`src/core/bsr_defines.vh`:
```
`ifndef BSR_DEFINES_VH
`define BSR_DEFINES_VH

// Register widths
`define BSR_IR_W 8
`define BSR_CELLS_W 18
`define BSR_OPSEL_W 2

// Reset and capture values
`define BSR_IR_RESET 8'hFF
`define BSR_IR_CAPTURE 8'h81
`define BSR_OPSEL_RESET 2'h2
`define BSR_BYPASS_CAPTURE 1'h0

// Boundary cell positions
`define BSR_CELL_CLK 17
`define BSR_CELL_OE 16
`define BSR_CELL_D_HI 15
`define BSR_CELL_D_LO 8
`define BSR_CELL_Q_HI 7
`define BSR_CELL_Q_LO 0

// Opcodes, bit 7 ignored
`define BSR_OP_BSCAN_A 7'h00
`define BSR_OP_BYPASS 7'h01
`define BSR_OP_SAMPLE 7'h02
`define BSR_OP_BSCAN_B 7'h03
`define BSR_OP_FLOAT 7'h06
`define BSR_OP_HOLD 7'h07
`define BSR_OP_RUN_TEST 7'h09
`define BSR_OP_READ_N 7'h0A
`define BSR_OP_READ_T 7'h0B
`define BSR_OP_SELF_TEST 7'h0C
`define BSR_OP_TOGGLE 7'h0D
`define BSR_OP_CTRL_N 7'h0E
`define BSR_OP_CTRL_T 7'h0F

// Test operation select codes
`define BSR_TOP_SAMPLE_TOGGLE 2'h0
`define BSR_TOP_PATTERN 2'h1
`define BSR_TOP_SIGNATURE 2'h2
`define BSR_TOP_BOTH 2'h3

// Selected data register
`define BSR_SEL_BYPASS 2'h0
`define BSR_SEL_CELLS 2'h1
`define BSR_SEL_OPSEL 2'h2

// Operating modes
`define BSR_MODE_NORMAL 2'h0
`define BSR_MODE_TEST 2'h1
`define BSR_MODE_FLOAT 2'h2

`endif

```
`src/core/bsr_test_regs.v`:
```
`timescale 1ns/1ps
`include "bsr_defines.vh"

// Operation
// - Shift chain plus latches; bypass shift only
// - Capture loads selected shift stage per instruction
// - Shift moves one bit per test clock
// - Update copies shift stage into latches
// - Eight-bit instruction, no parity, decodes the low seven bits
// - Opcode bit 7 ignored
// - Unassigned opcodes execute as bypass
// - Instruction capture loads 10000001
// - New instruction effective only at update
// - Reset forces instruction to all ones
// - Eighteen cells, TDI to 17, 0 to TDO
// - Cell map: clock, enable, inputs, outputs
// - Cells follow instruction, untouched by controller reset
// - Two-bit select keeps value on capture
// - Select resets to 10
// - Select acts only under run test
// - Bypass bit captures 0
// - Boundary and bypass opcode decode
// - Float command: bypass, outputs high impedance
// - Hold command: bypass, test mode
// - Run, self test, toggle decode
// - Read and select-scan opcode decode
// - TDO enables on falling edge, LSB first
// - Sample on rise, TDO and update on fall
module bsr_test_regs (
  // System clock and reset
  input wire clk_sys,
  input wire rst,
  // Test access port pins
  input wire tck,
  input wire tms,
  input wire tdi,
  output reg tdo_o,
  output reg tdo_oe,
  // Device input pins
  input wire clk_pin,
  input wire oe_n_pin,
  input wire [7:0] data_in_n,
  // Outputs of the normal flip-flop logic
  input wire [7:0] core_q,
  // Values applied to the normal logic
  output reg logic_clk,
  output reg logic_oe_n,
  output reg [7:0] logic_d,
  // Device output pins
  output reg [7:0] data_out_n,
  output reg data_out_oe,
  // Status
  output reg test_mode,
  output reg [7:0] instruction_reg,
  output reg [1:0] test_op_select_reg,
  output reg [17:0] boundary_cells_reg
);

  // Controller states
  localparam [3:0] ST_RESET = 4'h0;
  localparam [3:0] ST_IDLE = 4'h1;
  localparam [3:0] ST_SEL_DR = 4'h2;
  localparam [3:0] ST_CAP_DR = 4'h3;
  localparam [3:0] ST_SH_DR = 4'h4;
  localparam [3:0] ST_EX1_DR = 4'h5;
  localparam [3:0] ST_PA_DR = 4'h6;
  localparam [3:0] ST_EX2_DR = 4'h7;
  localparam [3:0] ST_UPD_DR = 4'h8;
  localparam [3:0] ST_SEL_IR = 4'h9;
  localparam [3:0] ST_CAP_IR = 4'hA;
  localparam [3:0] ST_SH_IR = 4'hB;
  localparam [3:0] ST_EX1_IR = 4'hC;
  localparam [3:0] ST_PA_IR = 4'hD;
  localparam [3:0] ST_EX2_IR = 4'hE;
  localparam [3:0] ST_UPD_IR = 4'hF;

  // Synchronisers for pins
  reg tck_s1_q, tck_s2_q, tck_s3_q;
  reg tms_s1_q, tms_s2_q;
  reg tdi_s1_q, tdi_s2_q;
  reg [9:0] pin_s1_q, pin_s2_q;

  // Controller and test registers
  reg [3:0] state_q;
  reg [3:0] state_d;
  reg [7:0] ir_shift_q;
  reg [7:0] ir_q;
  reg [17:0] cells_shift_q;
  reg [17:0] cells_q;
  reg [1:0] opsel_shift_q;
  reg [1:0] opsel_q;
  reg bypass_q;

  // Decoded instruction
  reg [1:0] sel_d;
  reg [1:0] mode_d;
  reg cap_pins;
  reg cap_invert;
  reg is_run;
  reg is_toggle;
  wire [6:0] opcode;
  wire tck_rise;
  wire tck_fall;
  wire [17:0] pin_view;
  reg tdo_bit;

  // Two flops per outside input, three on the test clock
  always @(posedge clk_sys) begin
    if (rst) begin
      tck_s1_q <= 1'h0;
      tck_s2_q <= 1'h0;
      tck_s3_q <= 1'h0;
      tms_s1_q <= 1'h1;
      tms_s2_q <= 1'h1;
      tdi_s1_q <= 1'h1;
      tdi_s2_q <= 1'h1;
      pin_s1_q <= 10'h000;
      pin_s2_q <= 10'h000;
    end else begin
      tck_s1_q <= tck;
      tck_s2_q <= tck_s1_q;
      tck_s3_q <= tck_s2_q;
      tms_s1_q <= tms;
      tms_s2_q <= tms_s1_q;
      tdi_s1_q <= tdi;
      tdi_s2_q <= tdi_s1_q;
      pin_s1_q <= {clk_pin, oe_n_pin, data_in_n};
      pin_s2_q <= pin_s1_q;
    end
  end

  // Test clock edges seen on the system clock
  assign tck_rise = tck_s2_q & ~tck_s3_q;
  assign tck_fall = ~tck_s2_q & tck_s3_q;

  // Pin view in cell order: clock, enable, inputs, normal outputs
  assign pin_view = {pin_s2_q, core_q};

  // Bit 7 never reaches the decoder
  assign opcode = ir_q[6:0];

  // Instruction decode: register, mode and capture source
  always @* begin
    sel_d = `BSR_SEL_BYPASS;
    mode_d = `BSR_MODE_NORMAL;
    cap_pins = 1'b0;
    cap_invert = 1'b0;
    is_run = 1'b0;
    is_toggle = 1'b0;
    case (opcode)
      `BSR_OP_BSCAN_A, `BSR_OP_BSCAN_B: begin
        sel_d = `BSR_SEL_CELLS;
        mode_d = `BSR_MODE_TEST;
        cap_pins = 1'b1;
      end
      `BSR_OP_SAMPLE: begin
        sel_d = `BSR_SEL_CELLS;
        cap_pins = 1'b1;
      end
      `BSR_OP_BYPASS: begin
        sel_d = `BSR_SEL_BYPASS;
      end
      `BSR_OP_FLOAT: begin
        mode_d = `BSR_MODE_FLOAT;
      end
      `BSR_OP_HOLD: begin
        mode_d = `BSR_MODE_TEST;
      end
      `BSR_OP_RUN_TEST: begin
        mode_d = `BSR_MODE_TEST;
        is_run = 1'b1;
      end
      `BSR_OP_SELF_TEST: begin
        sel_d = `BSR_SEL_CELLS;
        cap_invert = 1'b1;
      end
      `BSR_OP_TOGGLE: begin
        mode_d = `BSR_MODE_TEST;
        is_toggle = 1'b1;
      end
      `BSR_OP_READ_N: begin
        sel_d = `BSR_SEL_CELLS;
      end
      `BSR_OP_READ_T: begin
        sel_d = `BSR_SEL_CELLS;
        mode_d = `BSR_MODE_TEST;
      end
      `BSR_OP_CTRL_N: begin
        sel_d = `BSR_SEL_OPSEL;
      end
      `BSR_OP_CTRL_T: begin
        sel_d = `BSR_SEL_OPSEL;
        mode_d = `BSR_MODE_TEST;
      end
      default: begin
        sel_d = `BSR_SEL_BYPASS;
        mode_d = `BSR_MODE_NORMAL;
      end
    endcase
  end

  // Controller next state, taken from TMS at the rising edge
  always @* begin
    case (state_q)
      ST_RESET: state_d = tms_s2_q ? ST_RESET : ST_IDLE;
      ST_IDLE: state_d = tms_s2_q ? ST_SEL_DR : ST_IDLE;
      ST_SEL_DR: state_d = tms_s2_q ? ST_SEL_IR : ST_CAP_DR;
      ST_CAP_DR: state_d = tms_s2_q ? ST_EX1_DR : ST_SH_DR;
      ST_SH_DR: state_d = tms_s2_q ? ST_EX1_DR : ST_SH_DR;
      ST_EX1_DR: state_d = tms_s2_q ? ST_UPD_DR : ST_PA_DR;
      ST_PA_DR: state_d = tms_s2_q ? ST_EX2_DR : ST_PA_DR;
      ST_EX2_DR: state_d = tms_s2_q ? ST_UPD_DR : ST_SH_DR;
      ST_UPD_DR: state_d = tms_s2_q ? ST_SEL_DR : ST_IDLE;
      ST_SEL_IR: state_d = tms_s2_q ? ST_RESET : ST_CAP_IR;
      ST_CAP_IR: state_d = tms_s2_q ? ST_EX1_IR : ST_SH_IR;
      ST_SH_IR: state_d = tms_s2_q ? ST_EX1_IR : ST_SH_IR;
      ST_EX1_IR: state_d = tms_s2_q ? ST_UPD_IR : ST_PA_IR;
      ST_PA_IR: state_d = tms_s2_q ? ST_EX2_IR : ST_PA_IR;
      ST_EX2_IR: state_d = tms_s2_q ? ST_UPD_IR : ST_SH_IR;
      ST_UPD_IR: state_d = tms_s2_q ? ST_SEL_DR : ST_IDLE;
      default: state_d = ST_RESET;
    endcase
  end

  // Controller state advances on rising test clock
  always @(posedge clk_sys) begin
    if (rst) begin
      state_q <= ST_RESET;
    end else if (tck_rise) begin
      state_q <= state_d;
    end
  end

  // Instruction shift stage and latches
  always @(posedge clk_sys) begin
    if (rst) begin
      ir_shift_q <= `BSR_IR_RESET;
      ir_q <= `BSR_IR_RESET;
    end else begin
      if (tck_rise && state_q == ST_CAP_IR) begin
        ir_shift_q <= `BSR_IR_CAPTURE;
      end else if (tck_rise && state_q == ST_SH_IR) begin
        ir_shift_q <= {tdi_s2_q, ir_shift_q[7:1]};
      end
      if (tck_fall && state_q == ST_RESET) begin
        ir_q <= `BSR_IR_RESET;
      end else if (tck_fall && state_q == ST_UPD_IR) begin
        ir_q <= ir_shift_q;
      end
    end
  end

  // Test operation select shift stage and latches
  always @(posedge clk_sys) begin
    if (rst) begin
      opsel_shift_q <= `BSR_OPSEL_RESET;
      opsel_q <= `BSR_OPSEL_RESET;
    end else begin
      if (tck_rise && state_q == ST_CAP_DR && sel_d == `BSR_SEL_OPSEL) begin
        opsel_shift_q <= opsel_q;
      end else if (tck_rise && state_q == ST_SH_DR && sel_d == `BSR_SEL_OPSEL) begin
        opsel_shift_q <= {tdi_s2_q, opsel_shift_q[1]};
      end
      if (tck_fall && state_q == ST_RESET) begin
        opsel_q <= `BSR_OPSEL_RESET;
      end else if (tck_fall && state_q == ST_UPD_DR && sel_d == `BSR_SEL_OPSEL) begin
        opsel_q <= opsel_shift_q;
      end
    end
  end

  // Bypass bit: shift stage only, no latch
  always @(posedge clk_sys) begin
    if (rst) begin
      bypass_q <= `BSR_BYPASS_CAPTURE;
    end else if (tck_rise && sel_d == `BSR_SEL_BYPASS) begin
      if (state_q == ST_CAP_DR) begin
        bypass_q <= `BSR_BYPASS_CAPTURE;
      end else if (state_q == ST_SH_DR) begin
        bypass_q <= tdi_s2_q;
      end
    end
  end

  // Boundary cell shift stage; controller reset leaves contents alone
  always @(posedge clk_sys) begin
    if (rst) begin
      cells_shift_q <= 18'h00000;
    end else if (tck_rise) begin
      if (state_q == ST_CAP_DR && sel_d == `BSR_SEL_CELLS) begin
        if (cap_pins) begin
          cells_shift_q <= pin_view;
        end else if (cap_invert) begin
          cells_shift_q <= ~cells_q;
        end
      end else if (state_q == ST_SH_DR && sel_d == `BSR_SEL_CELLS) begin
        cells_shift_q <= {tdi_s2_q, cells_shift_q[17:1]};
      end else if (state_q == ST_IDLE && is_toggle) begin
        cells_shift_q[7:0] <= ~cells_shift_q[7:0];
      end else if (state_q == ST_IDLE && is_run &&
                   opsel_q == `BSR_TOP_SAMPLE_TOGGLE) begin
        cells_shift_q[15:8] <= pin_s2_q[7:0];
        cells_shift_q[7:0] <= ~cells_shift_q[7:0];
      end
    end
  end

  // Boundary cell latches, updated on falling test clock
  always @(posedge clk_sys) begin
    if (rst) begin
      cells_q <= 18'h00000;
    end else if (tck_fall) begin
      if (state_q == ST_UPD_DR && sel_d == `BSR_SEL_CELLS) begin
        cells_q <= cells_shift_q;
      end else if (state_q == ST_IDLE && is_toggle) begin
        cells_q[7:0] <= cells_shift_q[7:0];
      end else if (state_q == ST_IDLE && is_run &&
                   opsel_q == `BSR_TOP_SAMPLE_TOGGLE) begin
        cells_q[15:0] <= cells_shift_q[15:0];
      end
    end
  end

  // Serial output bit of the register in the path
  always @* begin
    if (state_q == ST_SH_IR) begin
      tdo_bit = ir_shift_q[0];
    end else begin
      case (sel_d)
        `BSR_SEL_CELLS: tdo_bit = cells_shift_q[0];
        `BSR_SEL_OPSEL: tdo_bit = opsel_shift_q[0];
        default: tdo_bit = bypass_q;
      endcase
    end
  end

  // TDO changes and enables only on falling test clock
  always @(posedge clk_sys) begin
    if (rst) begin
      tdo_o <= 1'h0;
      tdo_oe <= 1'h0;
    end else if (tck_fall) begin
      tdo_oe <= (state_q == ST_SH_IR) || (state_q == ST_SH_DR);
      tdo_o <= tdo_bit;
    end
  end

  // Pin and normal logic drive per operating mode
  always @(posedge clk_sys) begin
    if (rst) begin
      test_mode <= 1'h0;
      logic_clk <= 1'h0;
      logic_oe_n <= 1'h1;
      logic_d <= 8'h00;
      data_out_n <= 8'h00;
      data_out_oe <= 1'h0;
    end else if (mode_d == `BSR_MODE_TEST) begin
      test_mode <= 1'h1;
      logic_clk <= cells_q[`BSR_CELL_CLK];
      logic_oe_n <= cells_q[`BSR_CELL_OE];
      logic_d <= cells_q[`BSR_CELL_D_HI:`BSR_CELL_D_LO];
      data_out_n <= cells_q[`BSR_CELL_Q_HI:`BSR_CELL_Q_LO];
      data_out_oe <= ~cells_q[`BSR_CELL_OE];
    end else if (mode_d == `BSR_MODE_FLOAT) begin
      test_mode <= 1'h1;
      logic_clk <= pin_s2_q[9];
      logic_oe_n <= pin_s2_q[8];
      logic_d <= pin_s2_q[7:0];
      data_out_n <= core_q;
      data_out_oe <= 1'h0;
    end else begin
      test_mode <= 1'h0;
      logic_clk <= pin_s2_q[9];
      logic_oe_n <= pin_s2_q[8];
      logic_d <= pin_s2_q[7:0];
      data_out_n <= core_q;
      data_out_oe <= ~pin_s2_q[8];
    end
  end

  // Register views for status
  always @(posedge clk_sys) begin
    if (rst) begin
      instruction_reg <= `BSR_IR_RESET;
      test_op_select_reg <= `BSR_OPSEL_RESET;
      boundary_cells_reg <= 18'h00000;
    end else begin
      instruction_reg <= ir_q;
      test_op_select_reg <= opsel_q;
      boundary_cells_reg <= cells_q;
    end
  end

endmodule

```
`config.mk`:
```
export PLATFORM = sky130hd
export DESIGN_NAME = bsr_test_regs
export DESIGN_NICKNAME = d
export VERILOG_FILES = /design/src/core/bsr_test_regs.v
export VERILOG_INCLUDE_DIRS = /design/src /design/src/core
export SDC_FILE = /design/constraint.sdc
export NUM_CORES = 1
export LEC_CHECK = 0
export BUFFER_PORTS_ARGS = -buffer_cell sky130_fd_sc_hd__buf_2
export CAP_MARGIN = 20
export CORE_MARGIN = 2
export CORE_UTILIZATION = 61
export DETAILED_ROUTE_END_ITERATION = 6
export HOLD_SLACK_MARGIN = 0.02
export PLACE_DENSITY = 0.84
export SYNTH_ARGS = -nofsm -noshare
export SYNTH_HDL_FRONTEND = slang
export SYNTH_SLANG_ARGS = --single-unit
```
`constraint.sdc`:
```
create_clock -name clk_sys -period 7.35 [get_ports clk_sys]
set_clock_uncertainty 0.2 [all_clocks]
set_input_delay 0.3675 -clock clk_sys [delete_from_list [all_inputs] [get_ports clk_sys]]
set_output_delay 0.3675 -clock clk_sys [all_outputs]
set_load 0.03 [all_outputs]
```
Word level (Yosys, flattened, before mapping) --
Cells that the tools add are included. W data, S select, Z words.
Word-level totals: bits in registers 138, bits of input ports 23, output and inout port bits 50, word-level logic and storage cells 167
Operators by class: equality and inequality tests 33, mux-type cells 47, bitwise gates (word level) 8, reductions and logical operators 46
Operator list (number):
- $mux W16 | 4
- $mux W18 | 3
- $eq A7 B4 Y1 const B | 7
- $mux W8 | 6
- $pmux W4 S12 | 1
- $eq A4 B4 Y1 const B | 8
- $not A18 Y18 | 1
- $logic_and A1 B1 Y1 | 17
- $eq A4 B3 Y1 const B | 4
- $mux W1 | 16
- $mux W4 | 4
- $eq A7 B2 Y1 const B | 2
- $eq A7 B3 Y1 const B | 2
- $mux W7 | 2
- $mux W2 | 6
- $reduce_bool A2 Y1 | 5
- $reduce_or A2 Y1 | 5
- $reduce_and A3 Y1 | 3
- $eq A4 B2 Y1 const B | 2
- $not A8 Y8 | 1
- $pmux W2 S2 | 2
- $logic_not A7 Y1 | 1
- $reduce_or A7 Y1 | 1
- $mux W3 | 2
- 17 further kinds | 29

Logic depth before layout (Yosys ltp) --
Gate-level depths: netlist of the first run.
depth in word-level cells 8, mapped depth 15, gate-level depth less buffers 10

Worst setup path before layout of the first run --
OpenSTA, ideal clock, no wires.
path type flip-flop to flip-flop, start point register ir_q[2], end point register cells_shift_q[14], setup time 0.070 ns, arrival time 2.579 ns, required time 7.080 ns, path slack 4.501 ns, stages on the path, launching flop included 16, buffers on the path 5, clock period less this slack 2.849 ns, cell sequence dfxtp_1 > buf_2 > nor2_1 > buf_2 > nor2_1 > nor2_1 > o21ai_0 > inv_1 > ha_1 > clkbuf_1 > and2_1 > buf_2 > a221oi_4 > buf_2 > o21ai_0 > a21oi_1
On the way: longest elaborated chain between the ends 7, elaborated cells on any way between the ends 31, those cells by class eq/ne (12); mux (8); reduce/logical (11)
RTL lines:
- start: declaration | line bsr_test_regs.v:87 | reg [7:0] ir_q;
- start signal: assignment | line bsr_test_regs.v:238 | ir_q <= `BSR_IR_RESET;
- start signal: assignment | line bsr_test_regs.v:246 | ir_q <= `BSR_IR_RESET;
- start signal: assignment | line bsr_test_regs.v:248 | ir_q <= ir_shift_q;
- $eq A7 B4 Y1 (tied with other cells) | line bsr_test_regs.v:150 | case (opcode)
- $reduce_or A6 Y1 (no line) or $reduce_or A2 Y1 (tied branches)
- $pmux W2 S2 | line bsr_test_regs.v:150
- $eq A2 B1 Y1
- $logic_and A1 B1 Y1 (no line)
- $ne A3 B3 Y1 (no line) (tied with other cells)
- $reduce_and A4 Y1 (no line) or $mux W18 (tied branches)
- end signal: assignment | line bsr_test_regs.v:292 | cells_shift_q <= pin_view;
- end signal: assignment | line bsr_test_regs.v:294 | cells_shift_q <= ~cells_q;
- end signal: assignment | line bsr_test_regs.v:297 | cells_shift_q <= {tdi_s2_q, cells_shift_q[17:1]};
- end: declaration | line bsr_test_regs.v:88 | reg [17:0] cells_shift_q;
Several ways; a longest one is shown, not always the timed one. A chain may end at the register's enable or synchronous reset.

Final worst setup path of the first run --
start point register ir_q[4], end point register cells_shift_q[14]
The elaborated chain is that of the path after synthesis.

==> results of run 1 <==
==> cell families (layout without fill, tap and decap cells) <==
logic type | Yosys count | in the layout | share of synthesized area, %
DFF | 138 | 138 | 50.36
buffers and inverters | 51 | 140 | 3.923
AOI/OAI and AO/OA | 112 | 112 | 14.67
adders and majority gates | 5 | 5 | 1.141
and+or+nand+nor | 210 | 210 | 20.78
muxes | 50 | 50 | 9.124
==> power by group <==
| group | internal [W] | switching [W] | total, W |
|---|---|---|---|
| Clock | 0.000467 | 0.000339 | 0.000806 |
| Combinational | 0.0000260 | 0.0000356 | 0.0000617 |
| Sequential | 0.000760 | 0.00000602 | 0.000766 |
| Total | 0.00125 | 0.000381 | 0.00163 |
==> cells in the final DEF (no fill, tap or decap), types with 5 or more instances in the layout <==
cell type	n
a21o_1	6
a21oi_1	28
a221o_1	6
a221oi_1	9
buf_2	71
buf_4	5
clkbuf_16	16
dfxtp_1	138
dlygate4sd3_1	24
ha_1	5
inv_1	8
mux2i_1	50
nand2_1	24
nand2b_1	12
nand3_1	5
nand4_1	14
nor2_1	64
nor2b_1	49
nor3_1	11
o211ai_1	6
o21ai_0	26
o221ai_1	7
or2_2	13
==> repair_timing <==
item / 4_1_cts / 5_1_grt
setup endpoints to repair: 0 / 0
buffers inserted: 0 / 0
hold endpoints to repair: 30 / 0
hold buffers: 24 / 0
==> how the worst max path moves through the flow <==
stage          slack [ns]                end  startpoint
6_report             3.58  cells_shift_q[14]     ir_q[4]
5_1_grt              3.24  cells_shift_q[14]     ir_q[2]
4_1_cts              3.66  cells_shift_q[14]     ir_q[4]
3_5_place_dp         3.70  cells_shift_q[14]     ir_q[4]
3_3_place_gp         4.01  cells_shift_q[12]     ir_q[2]
2_1_floorplan        4.50  cells_shift_q[14]     ir_q[2]
==> metrics by stage <==
step / setup slack (ns) / power (W) / util [%]
after floorplan: 4.501 / 0.0008162 / -
after global placement: 4.012 / 0.0008319 / 66.83
after detailed placement: 3.700 / 0.0008332 / 66.83
after CTS: 3.662 / 0.001639 / 76.07
after global routing: 3.241 / 0.001684 / 76.07
final: 3.579 / 0.001633 / 76.07
==> worst max-delay path, cell delays in order, from the launching register on <==
cell,delay [ns]
dfxtp_1,0.37
nor3_2,0.67
o21ai_0,0.35
inv_1,0.12
ha_1,0.35
and2_1,0.73
a21oi_1,0.33
a221oi_1,0.36
a21oi_1,0.13
==> layer usage <==
layer	vias up	track usage [%]	part of all wire [%]	routed length, um
li1	2141	-	-	-
met1	2029	33.35	44	5278
met2	176	40.75	49	5882
met3	15	6.170	6.5	782
met4	0	9.484	1.2	148
met5	-	0	0	0
==> final cells by class <==
| type | instances | area, sq um | area share [%] |
|---|---|---|---|
| well taps | 108 | 135.1 | 2.037 |
| multi-input cells | 377 | 2507 | 37.80 |
| inverters | 8 | 30.03 | 0.4527 |
| repair buffers | 100 | 633.1 | 9.544 |
| clock inverters | 13 | 133.9 | 2.018 |
| flip-flops and latches | 138 | 2763 | 41.64 |
| clock buffers | 19 | 431.7 | 6.507 |
==> Yosys cell counts, types with 11 or more instances <==
cell        n  area [sq um]
nand2_1    24         90.09
nand2b_1   12         75.07
mux2i_1    50         500.5
nor2b_1    49         306.5
a21oi_1    28         140.1
nand4_1    14         87.58
nor2_1     64         240.2
dfxtp_1   138          2763
nor3_1     11         55.05
o21ai_0    26         130.1
or2_2      13         81.33
clkbuf_1   29         108.9
==> metrics, run 1 <==
status finished clean; TritonCTS clock tree done; Hold Crit Start tms_s1_q; Synth-to-Final Area Change 20.94%; Yosys cell types 50; Starting DRT DRC Count 273; PostCTS Resize Cnt 0; Fmax achieved 265.2 MHz; Post-DP Area 5828 sq um; crit path DAT 3.93 ns; Reg-to-Reg End cells_shift_q[14]; Residual DRC 0; setup_tns 0 ns; Crit Path Class reg -> reg; Max Cap Viol 0; die extent in y 98.83 um; Worst R2R Start ir_q[4]; die width 98.83 um; FF-to-FF setup slack 3.58 ns; drt via density 5.716; Synth async-reset ratio 0%; mapped cell area 5485 sq um; hold_ws 0.2067 ns; largest net degree at the start of global routing 98; CP endpoint kind flop; antenna-violating nets left 0; Hold EP tms_s2_q; Final HPWL DP 7255 um; core box area 8721 sq um; mean post-synth cell area 9.691 sq um; vias in the first global route 4192; Yosys Warn Count 0; Hold Path Class reg -> reg; GPL Wtd Cong 0.8478; # diodes 0; CP startpoint kind flop; All-Layer GR Usage 25.38%; Post-Route WL 12090 um; Placed Cells incl. Taps 707; FF+latch count, synth 138; DR vias 4361; Sinks on Clock Net 138; RSZ-0062 raised after global routing false; grt total ovfl 0; Worst Reg-to-Reg Cells 8; antenna violations before repair 0; P_leak 2.606 nW; Cell Pwr Density 246.2 nW/um^2; crit path time final 3.771 ns; layout cells sized above 1 19.85%; Post-synth EDFFs 0; drt wl/cell 15.85 um; Critical Path RT 7.51 ns; Final period util 51.30%; Die Area 9766 sq um; post-synthesis sequential area ratio 50.36%; final hold violations 0; Gate Count Post-Synth 566; predominant post-synthesis flop cell dfxtp_1; CTS H-tree depth 4; insertion delay to the later sink of the worst-skew pair 0.52 ns; fin. max-slew vios 0; PortBufs 72; Max VDD drop 0.2017 mV; Clock Tree Root clkbuf_8; final setup violating endpoints 0; worst-path maximum fanout 23; first-pass GRT wire length 20160 um; Rel. slew slack 38.62%; Final Non-Filler Cells 763; Top Ports 73; total CTS buffers 17; final instance area 6634 sq um; worst slew pin tran 0.9207 ns; clk slew on worst S/H paths 0.06 ns; Final Net Count 670; clk buf depth 2; first drt pass iteration count 5; Net Count, Synth 594; Hold Path Stages 1; Initial Util 62.90%; Filler cells 564; row count 34
No activity file was read; power rests on OpenSTA's default activity.
==> run 2, diff against run 1 <==
--- a/config.mk
+++ b/config.mk
@@ -9,10 +9,10 @@
 export BUFFER_PORTS_ARGS = -buffer_cell sky130_fd_sc_hd__buf_2
 export CAP_MARGIN = 20
 export CORE_MARGIN = 2
-export CORE_UTILIZATION = 61
+export CORE_UTILIZATION = 57
 export DETAILED_ROUTE_END_ITERATION = 6
 export HOLD_SLACK_MARGIN = 0.02
-export PLACE_DENSITY = 0.84
+export PLACE_DENSITY = 0.79
 export SYNTH_ARGS = -nofsm -noshare
 export SYNTH_HDL_FRONTEND = slang
 export SYNTH_SLANG_ARGS = --single-unit
==> constraint.sdc (replaced) <==
create_clock -name clk_sys -period 3.55 [get_ports clk_sys]
set_clock_uncertainty 0.2 [all_clocks]
set_input_delay 0.1775 -clock clk_sys [delete_from_list [all_inputs] [get_ports clk_sys]]
set_output_delay 0.1775 -clock clk_sys [all_outputs]
set_load 0.03 [all_outputs]
==> run 2 against run 1 <==
- first-iteration DRC count increased by 14%
- sequential power increased by 110%
- global-route usage decreased by 1.4 points
- sequential share of layout area decreased by 0.73 points
- utilization decreased by 3.3 points
- wire length decreased by 1.3%
- fmax increased by 15%
- hold slack got worse by 0.028 ns
- final area increased by 1.8%
- critical path type unchanged
- largest cell class unchanged
- highest routed layer unchanged
==> metrics, run 2 (synthesis results as in run 1) <==
final instance area 6751 sq um (+1.8%); antenna violations before repair 0 (unchanged); area of the multi-input gates 2507 sq um (unchanged); crit path time final 3.272 ns (-0.4985 ns); core box area 9284 sq um (+6.5%); Final HPWL DP 7250 um (about the same); first drt pass iteration count 5 (unchanged); Final period util 92.18% (+41 points); Sinks on Clock Net 138 (unchanged); final setup violating endpoints 0 (unchanged); worst slew pin tran 0.9032 ns (-0.01748 ns); P_leak 2.662 nW (+2.1%); Top Ports 73 (unchanged); most common cell after layout, fill and taps aside dfxtp_1; DR vias 4383 (+0.50%); grt total ovfl 0 (unchanged); Crit Path Class reg -> reg; GPL Wtd Cong 0.8766 (+3.4%); Final Non-Filler Cells 794 (+4.1%); worst-path maximum fanout 12 (-48%); crit path DAT 3.48 ns (-0.45 ns); antenna-violating nets left 0 (unchanged); Initial Util 59.08% (-3.8 points); FF-to-FF setup slack 0.28 ns (-3.30 ns); Setup Buffers After CTS 0 (unchanged); die extent in y 102.1 um (+3.3%); Clock Tree Root clkbuf_8; Core Util, Final 72.72% (-3.3 points); Sw Share 24.16% (+0.83 points); sequential share of power 46.4% (-0.5 points); Max Cap Viol 0 (unchanged); Net Switching 0.0008245 W (+120%); row count 35 (+2.9%); insertion delay to the later sink of the worst-skew pair 0.52 ns (about the same); Hold Crit Start tms; All-Layer GR Usage 23.93% (-1.4 points); status finished clean; Rel. slew slack 39.58% (+0.96 points); Hold EP tms_s1_q; first-pass GRT wire length 19640 um (-2.6%); Hold Path Class in -> reg; CP endpoint kind flop; drt wl/cell 15.03 um (-5.2%); largest net degree at the start of global routing 63 (-36%); die width 102.1 um (+3.3%); Die Area 10420 sq um (+6.7%); TritonCTS clock tree done; layout cells sized above 1 20.45% (+0.60 points); Hold Path Stages 3 (+2); Pint 0.002588 W (+110%); final hold violations 0 (unchanged); vias in the first global route 4051 (-3.4%); total CTS buffers 17 (unchanged); routed length on met2 5676 um (-3.5%); setup_tns 0 ns (unchanged); clock power share 49.7% (+0.4 points); PostCTS Resize Cnt 0 (unchanged); Starting DRT DRC Count 311 (+14%); Max VDD drop 0.3960 mV (+96%); Synth-to-Final Area Change 23.08%; Worst Reg-to-Reg Cells 8 (unchanged); Worst R2R Start ir_q[1]; Logic pwr share 3.8% (about the same); Top Layer Used met4; RSZ-0062 raised after global routing false; routed wl met3 551 um (-30%); register area 2763 sq um (unchanged); Cell Pwr Density 505.5 nW/um^2 (+110%); Post-DP Area 5892 sq um (+1.1%); commonest non-fill, non-tap cells in the layout dfxtp_1 (138), buf_2 (71), nor2_1 (64); Filler cells 724 (+28%); Placed Cells incl. Taps 733 (+3.7%); # diodes 0 (unchanged); clk buf depth 2 (unchanged); Final Net Count 680 (+1.5%); CP startpoint kind flop; Reg-to-Reg End data_out_n[1]; Fmax achieved 305.6 MHz (+15%); Met1 Wirelength 5461 um (+3.5%); clk slew on worst S/H paths 0.06 ns (about the same); Critical Path RT 3.76 ns (-3.75 ns); CTS H-tree depth 4 (unchanged); Residual DRC 0 (unchanged); fin. max-slew vios 0 (unchanged); Post-Route WL 11930 um (-1.3%); PortBufs 72 (unchanged); drt via density 5.520 (-3.4%)
## run 2: changes by cell type in the layout (fill, tap and decap cells not counted), sizes merged
cell | before | now
clkinv | 5 | 2
dlygate4sd3 | 24 | 29
clkinvlp | 2 | 3
clkbuf | 19 | 17
inv | 13 | 17
buf | 76 | 81
## run 2: stage by stage
| stage | hold slack [ns] | worst slack (ns) | power (W) |
|---|---|---|---|
| floorplan | 0.08131 | 0.7014 | 0.001690 |
| global placement | 0.1592 | 0.6618 | 0.001722 |
| detailed placement | 0.1631 | 0.4786 | 0.001725 |
| CTS | 0.1639 | 0.2945 | 0.003428 |
| global route | 0.1833 | 0.04770 | 0.003527 |
| finish | 0.1786 | 0.2776 | 0.003413 |
## run 2: power groups by stage
stage                     Sequential (W)  Combinational, W  Clock [W]
final                            0.00159          0.000130    0.00170
after global routing             0.00159          0.000142    0.00180
after CTS                        0.00158          0.000130    0.00171
after detailed placement         0.00162          0.000105          0
after global placement           0.00162          0.000103          0
after floorplan                  0.00163         0.0000557          0
## run 2: worst max-delay path by stage
stage / startpoint / to / slack [ns] / depth (start not counted)
finish: ir_q[1] / data_out_n[1] / 0.28 / 8
global route: ir_q[1] / data_out_n[1] / 0.05 / 8
CTS: ir_q[1] / data_out_n[1] / 0.29 / 8
detailed placement: ir_q[2] / cells_shift_q[1] / 0.48 / 10
global placement: ir_q[2] / cells_shift_q[4] / 0.66 / 10
floorplan: ir_q[2] / cells_shift_q[14] / 0.70 / 15
## run 2: critical path, stage by stage (launching register included)
cell,delay (ns)
dfxtp_1,0.44
nand2b_1,0.47
o221ai_1,0.26
inv_1,0.10
ha_1,0.52
buf_4,0.34
mux2i_1,0.21
nor2_1,0.05
dlygate4sd3_1,0.56
## run 2: timing repair
item,CTS,global route
endpoints found under the hold margin,55,0
endpoints found under the setup margin,0,0
hold buffers,29,0
## run 2: layer usage
metal / vias up / global-route usage [%]
met3: 24 / 4.925
met2: 138 / 38.21
met5: - / 0
li1: 2165 / -
met4: 0 / 10.87
met1: 2056 / 31.38
## run 2: layout make-up
type                    instances  area share [%]
clock buffers                  17           6.134
repair buffers                110           10.67
multi-input cells             377           37.14
flip-flops and latches        138           40.92
well taps                     129           2.391
inverters                       8          0.4448
clock inverters                15           2.298
==> run 3, diff against run 2 <==
--- a/config.mk
+++ b/config.mk
@@ -13,6 +13,7 @@
 export DETAILED_ROUTE_END_ITERATION = 6
 export HOLD_SLACK_MARGIN = 0.02
 export PLACE_DENSITY = 0.79
+export REMOVE_ABC_BUFFERS = 1
 export SYNTH_ARGS = -nofsm -noshare
 export SYNTH_HDL_FRONTEND = slang
 export SYNTH_SLANG_ARGS = --single-unit
==> run 3 against run 2 <==
- hold slack worse by 0.14 ns
- global-route usage down 0.21 points
- largest cell class unchanged
- total power down 2.6%
- wire length down 0.57%
- utilization down 1.1 points
- largest power group unchanged
- critical path depth up 2
- via count down 0.98%
- combinational power down 5%
- sequential cell count unchanged
==> metrics, run 3 (synthesis results as in run 1) <==
Post-DP Area 5884 sq um (-0.13%); Top Ports 73 (unchanged); drt via density 5.529 (+0.15%); cells along the critical path nor2_1, nor2_1, nor2_1, o21ai_0, inv_1, ha_1, and2_1, a221oi_4, o221ai_1, a21oi_1; PostCTS Resize Cnt 0 (unchanged); CP startpoint kind flop; final instance area 6645 sq um (-1.6%); GPL Wtd Cong 0.8574 (-2.2%); crit path DAT 3.42 ns (-0.06 ns); most common cell after layout, fill and taps aside dfxtp_1; insertion delay to the later sink of the worst-skew pair 0.52 ns (about the same); core box area 9284 sq um (unchanged); WP buf/inv 1 (-2); Final Non-Filler Cells 785 (-1.1%); Residual DRC 0 (unchanged); Initial Util 59.08% (unchanged); antenna violations before repair 0 (unchanged); worst-path maximum fanout 16 (+4); Sinks on Clock Net 138 (unchanged); Final period util 89.87% (-2.3 points); Starting DRT DRC Count 233 (-25%); row count 35 (unchanged); slowest stage cell, crit path a221oi_4; Critical Path RT 3.78 ns (+0.02 ns); P_leak 2.604 nW (-2.2%); crit path time final 3.190 ns (-0.08196 ns); die extent in y 102.1 um (unchanged); final hold violations 0 (unchanged); drt wl/cell 15.11 um (+0.57%); Filler cells 702 (-3.0%); Hold Path Class in -> reg; most used cell, CP nor2_1; final setup violating endpoints 0 (unchanged); Synth-to-Final Area Change 21.15%; largest net degree at the start of global routing 87 (+38%); Die Area 10420 sq um (unchanged); clk slew on worst S/H paths 0.07 ns (about the same); RSZ-0062 raised after global routing false; CTS H-tree depth 4 (unchanged); clk buf depth 2 (unchanged); # diodes 0 (unchanged); Post-Route WL 11860 um (-0.57%); Max Cap Viol 0 (unchanged); Crit Path Class reg -> reg; antenna-violating nets left 0 (unchanged); Fmax achieved 313.4 MHz (+2.6%); status finished clean; first-pass GRT wire length 19530 um (-0.60%); grt total ovfl 0 (unchanged); Rel. slew slack 42.79% (+3.2 points); slowest stage delay, CP 0.61 ns (+0.05 ns); setup_tns 0 ns (unchanged); total CTS buffers 17 (unchanged); DR vias 4340 (-0.98%); fin. max-slew vios 0 (unchanged); PortBufs 72 (unchanged); CP endpoint kind flop; commonest non-fill, non-tap cells in the layout dfxtp_1 (138), buf_2 (71), nor2_1 (64); Clock Tree Root clkbuf_8; first drt pass iteration count 4 (-1); Core Util, Final 71.58% (-1.1 points); die width 102.1 um (unchanged); TritonCTS clock tree done; Placed Cells incl. Taps 732 (-0.14%); All-Layer GR Usage 23.72% (-0.21 points); vias in the first global route 4122 (+1.8%); Cell Pwr Density 500.2 nW/um^2 (-1.0%); Final HPWL DP 7195 um (-0.76%); worst slew pin tran 0.8552 ns (-0.04804 ns); Max VDD drop 0.3767 mV (-4.9%); crit-path leading delay family compound AO/OA/AOI/OAI gates; Final Net Count 671 (-1.3%); layout cells sized above 1 20.58% (+0.13 points)
## run 3: cell count changes in the layout (fill, tap and decap cells not counted), sizes merged
cell and change:
clkinv +3, bufinv -1, dlygate4sd3 -8, buf -1, inv -2
## run 3: final cells by class
class | instances | area, sq um | area share, %
Timing Repair Buffer | 101 | 633.1 | 9.527
Tap cell | 129 | 161.4 | 2.429
Clock buffer | 17 | 414.1 | 6.232
Sequential cell | 138 | 2763 | 41.57
Multi-Input combinational cell | 377 | 2507 | 37.73
Clock inverter | 15 | 136.4 | 2.052
Inverter | 8 | 30.03 | 0.4519
## run 3: path summary, 6_finish.rpt
path                            endpoint  cells past startpoint  slack, ns      from
setup / recovery        cells_shift_q[4]                     10       0.36   ir_q[2]
hold / removal    boundary_cells_reg[11]                      2       0.04       rst
setup reg to reg        cells_shift_q[4]                     10       0.36   ir_q[2]
hold reg to reg                 tdi_s2_q                      1       0.21  tdi_s1_q
## run 3: timing repair
item / 4_1_cts / 5_1_grt
endpoints found under the hold margin: 29 / 0
hold buffers: 21 / 0
setup buffers: 0 / 0
## run 3: report_power, final
group / switching, W / internal, W / leakage [nW]
combinational: 0.0000718 / 0.0000517 / 1.22
sequential: 0.0000121 / 0.00157 / 1.12
clock: 0.000728 / 0.000887 / 0.264
## run 3: stage by stage
stage | setup slack [ns] | hold WS, ns | total power, W
finish | 0.3595 | 0.03756 | 0.003324
global route | 0.03295 | 0.06534 | 0.003445
CTS | 0.4096 | 0.04476 | 0.003341
detailed placement | 0.4576 | 0.1635 | 0.001725
global placement | 0.6538 | 0.1590 | 0.001722
floorplan | 0.3636 | 0.04419 | 0.001673
## run 3: metal layers
metal	vias to the layer above	part of all wire, %	track usage, %
met4	0	1.3	7.795
met3	16	4.7	5.404
met1	2044	46	30.35
met5	-	0	0
li1	2153	-	-
met2	127	48	39.83
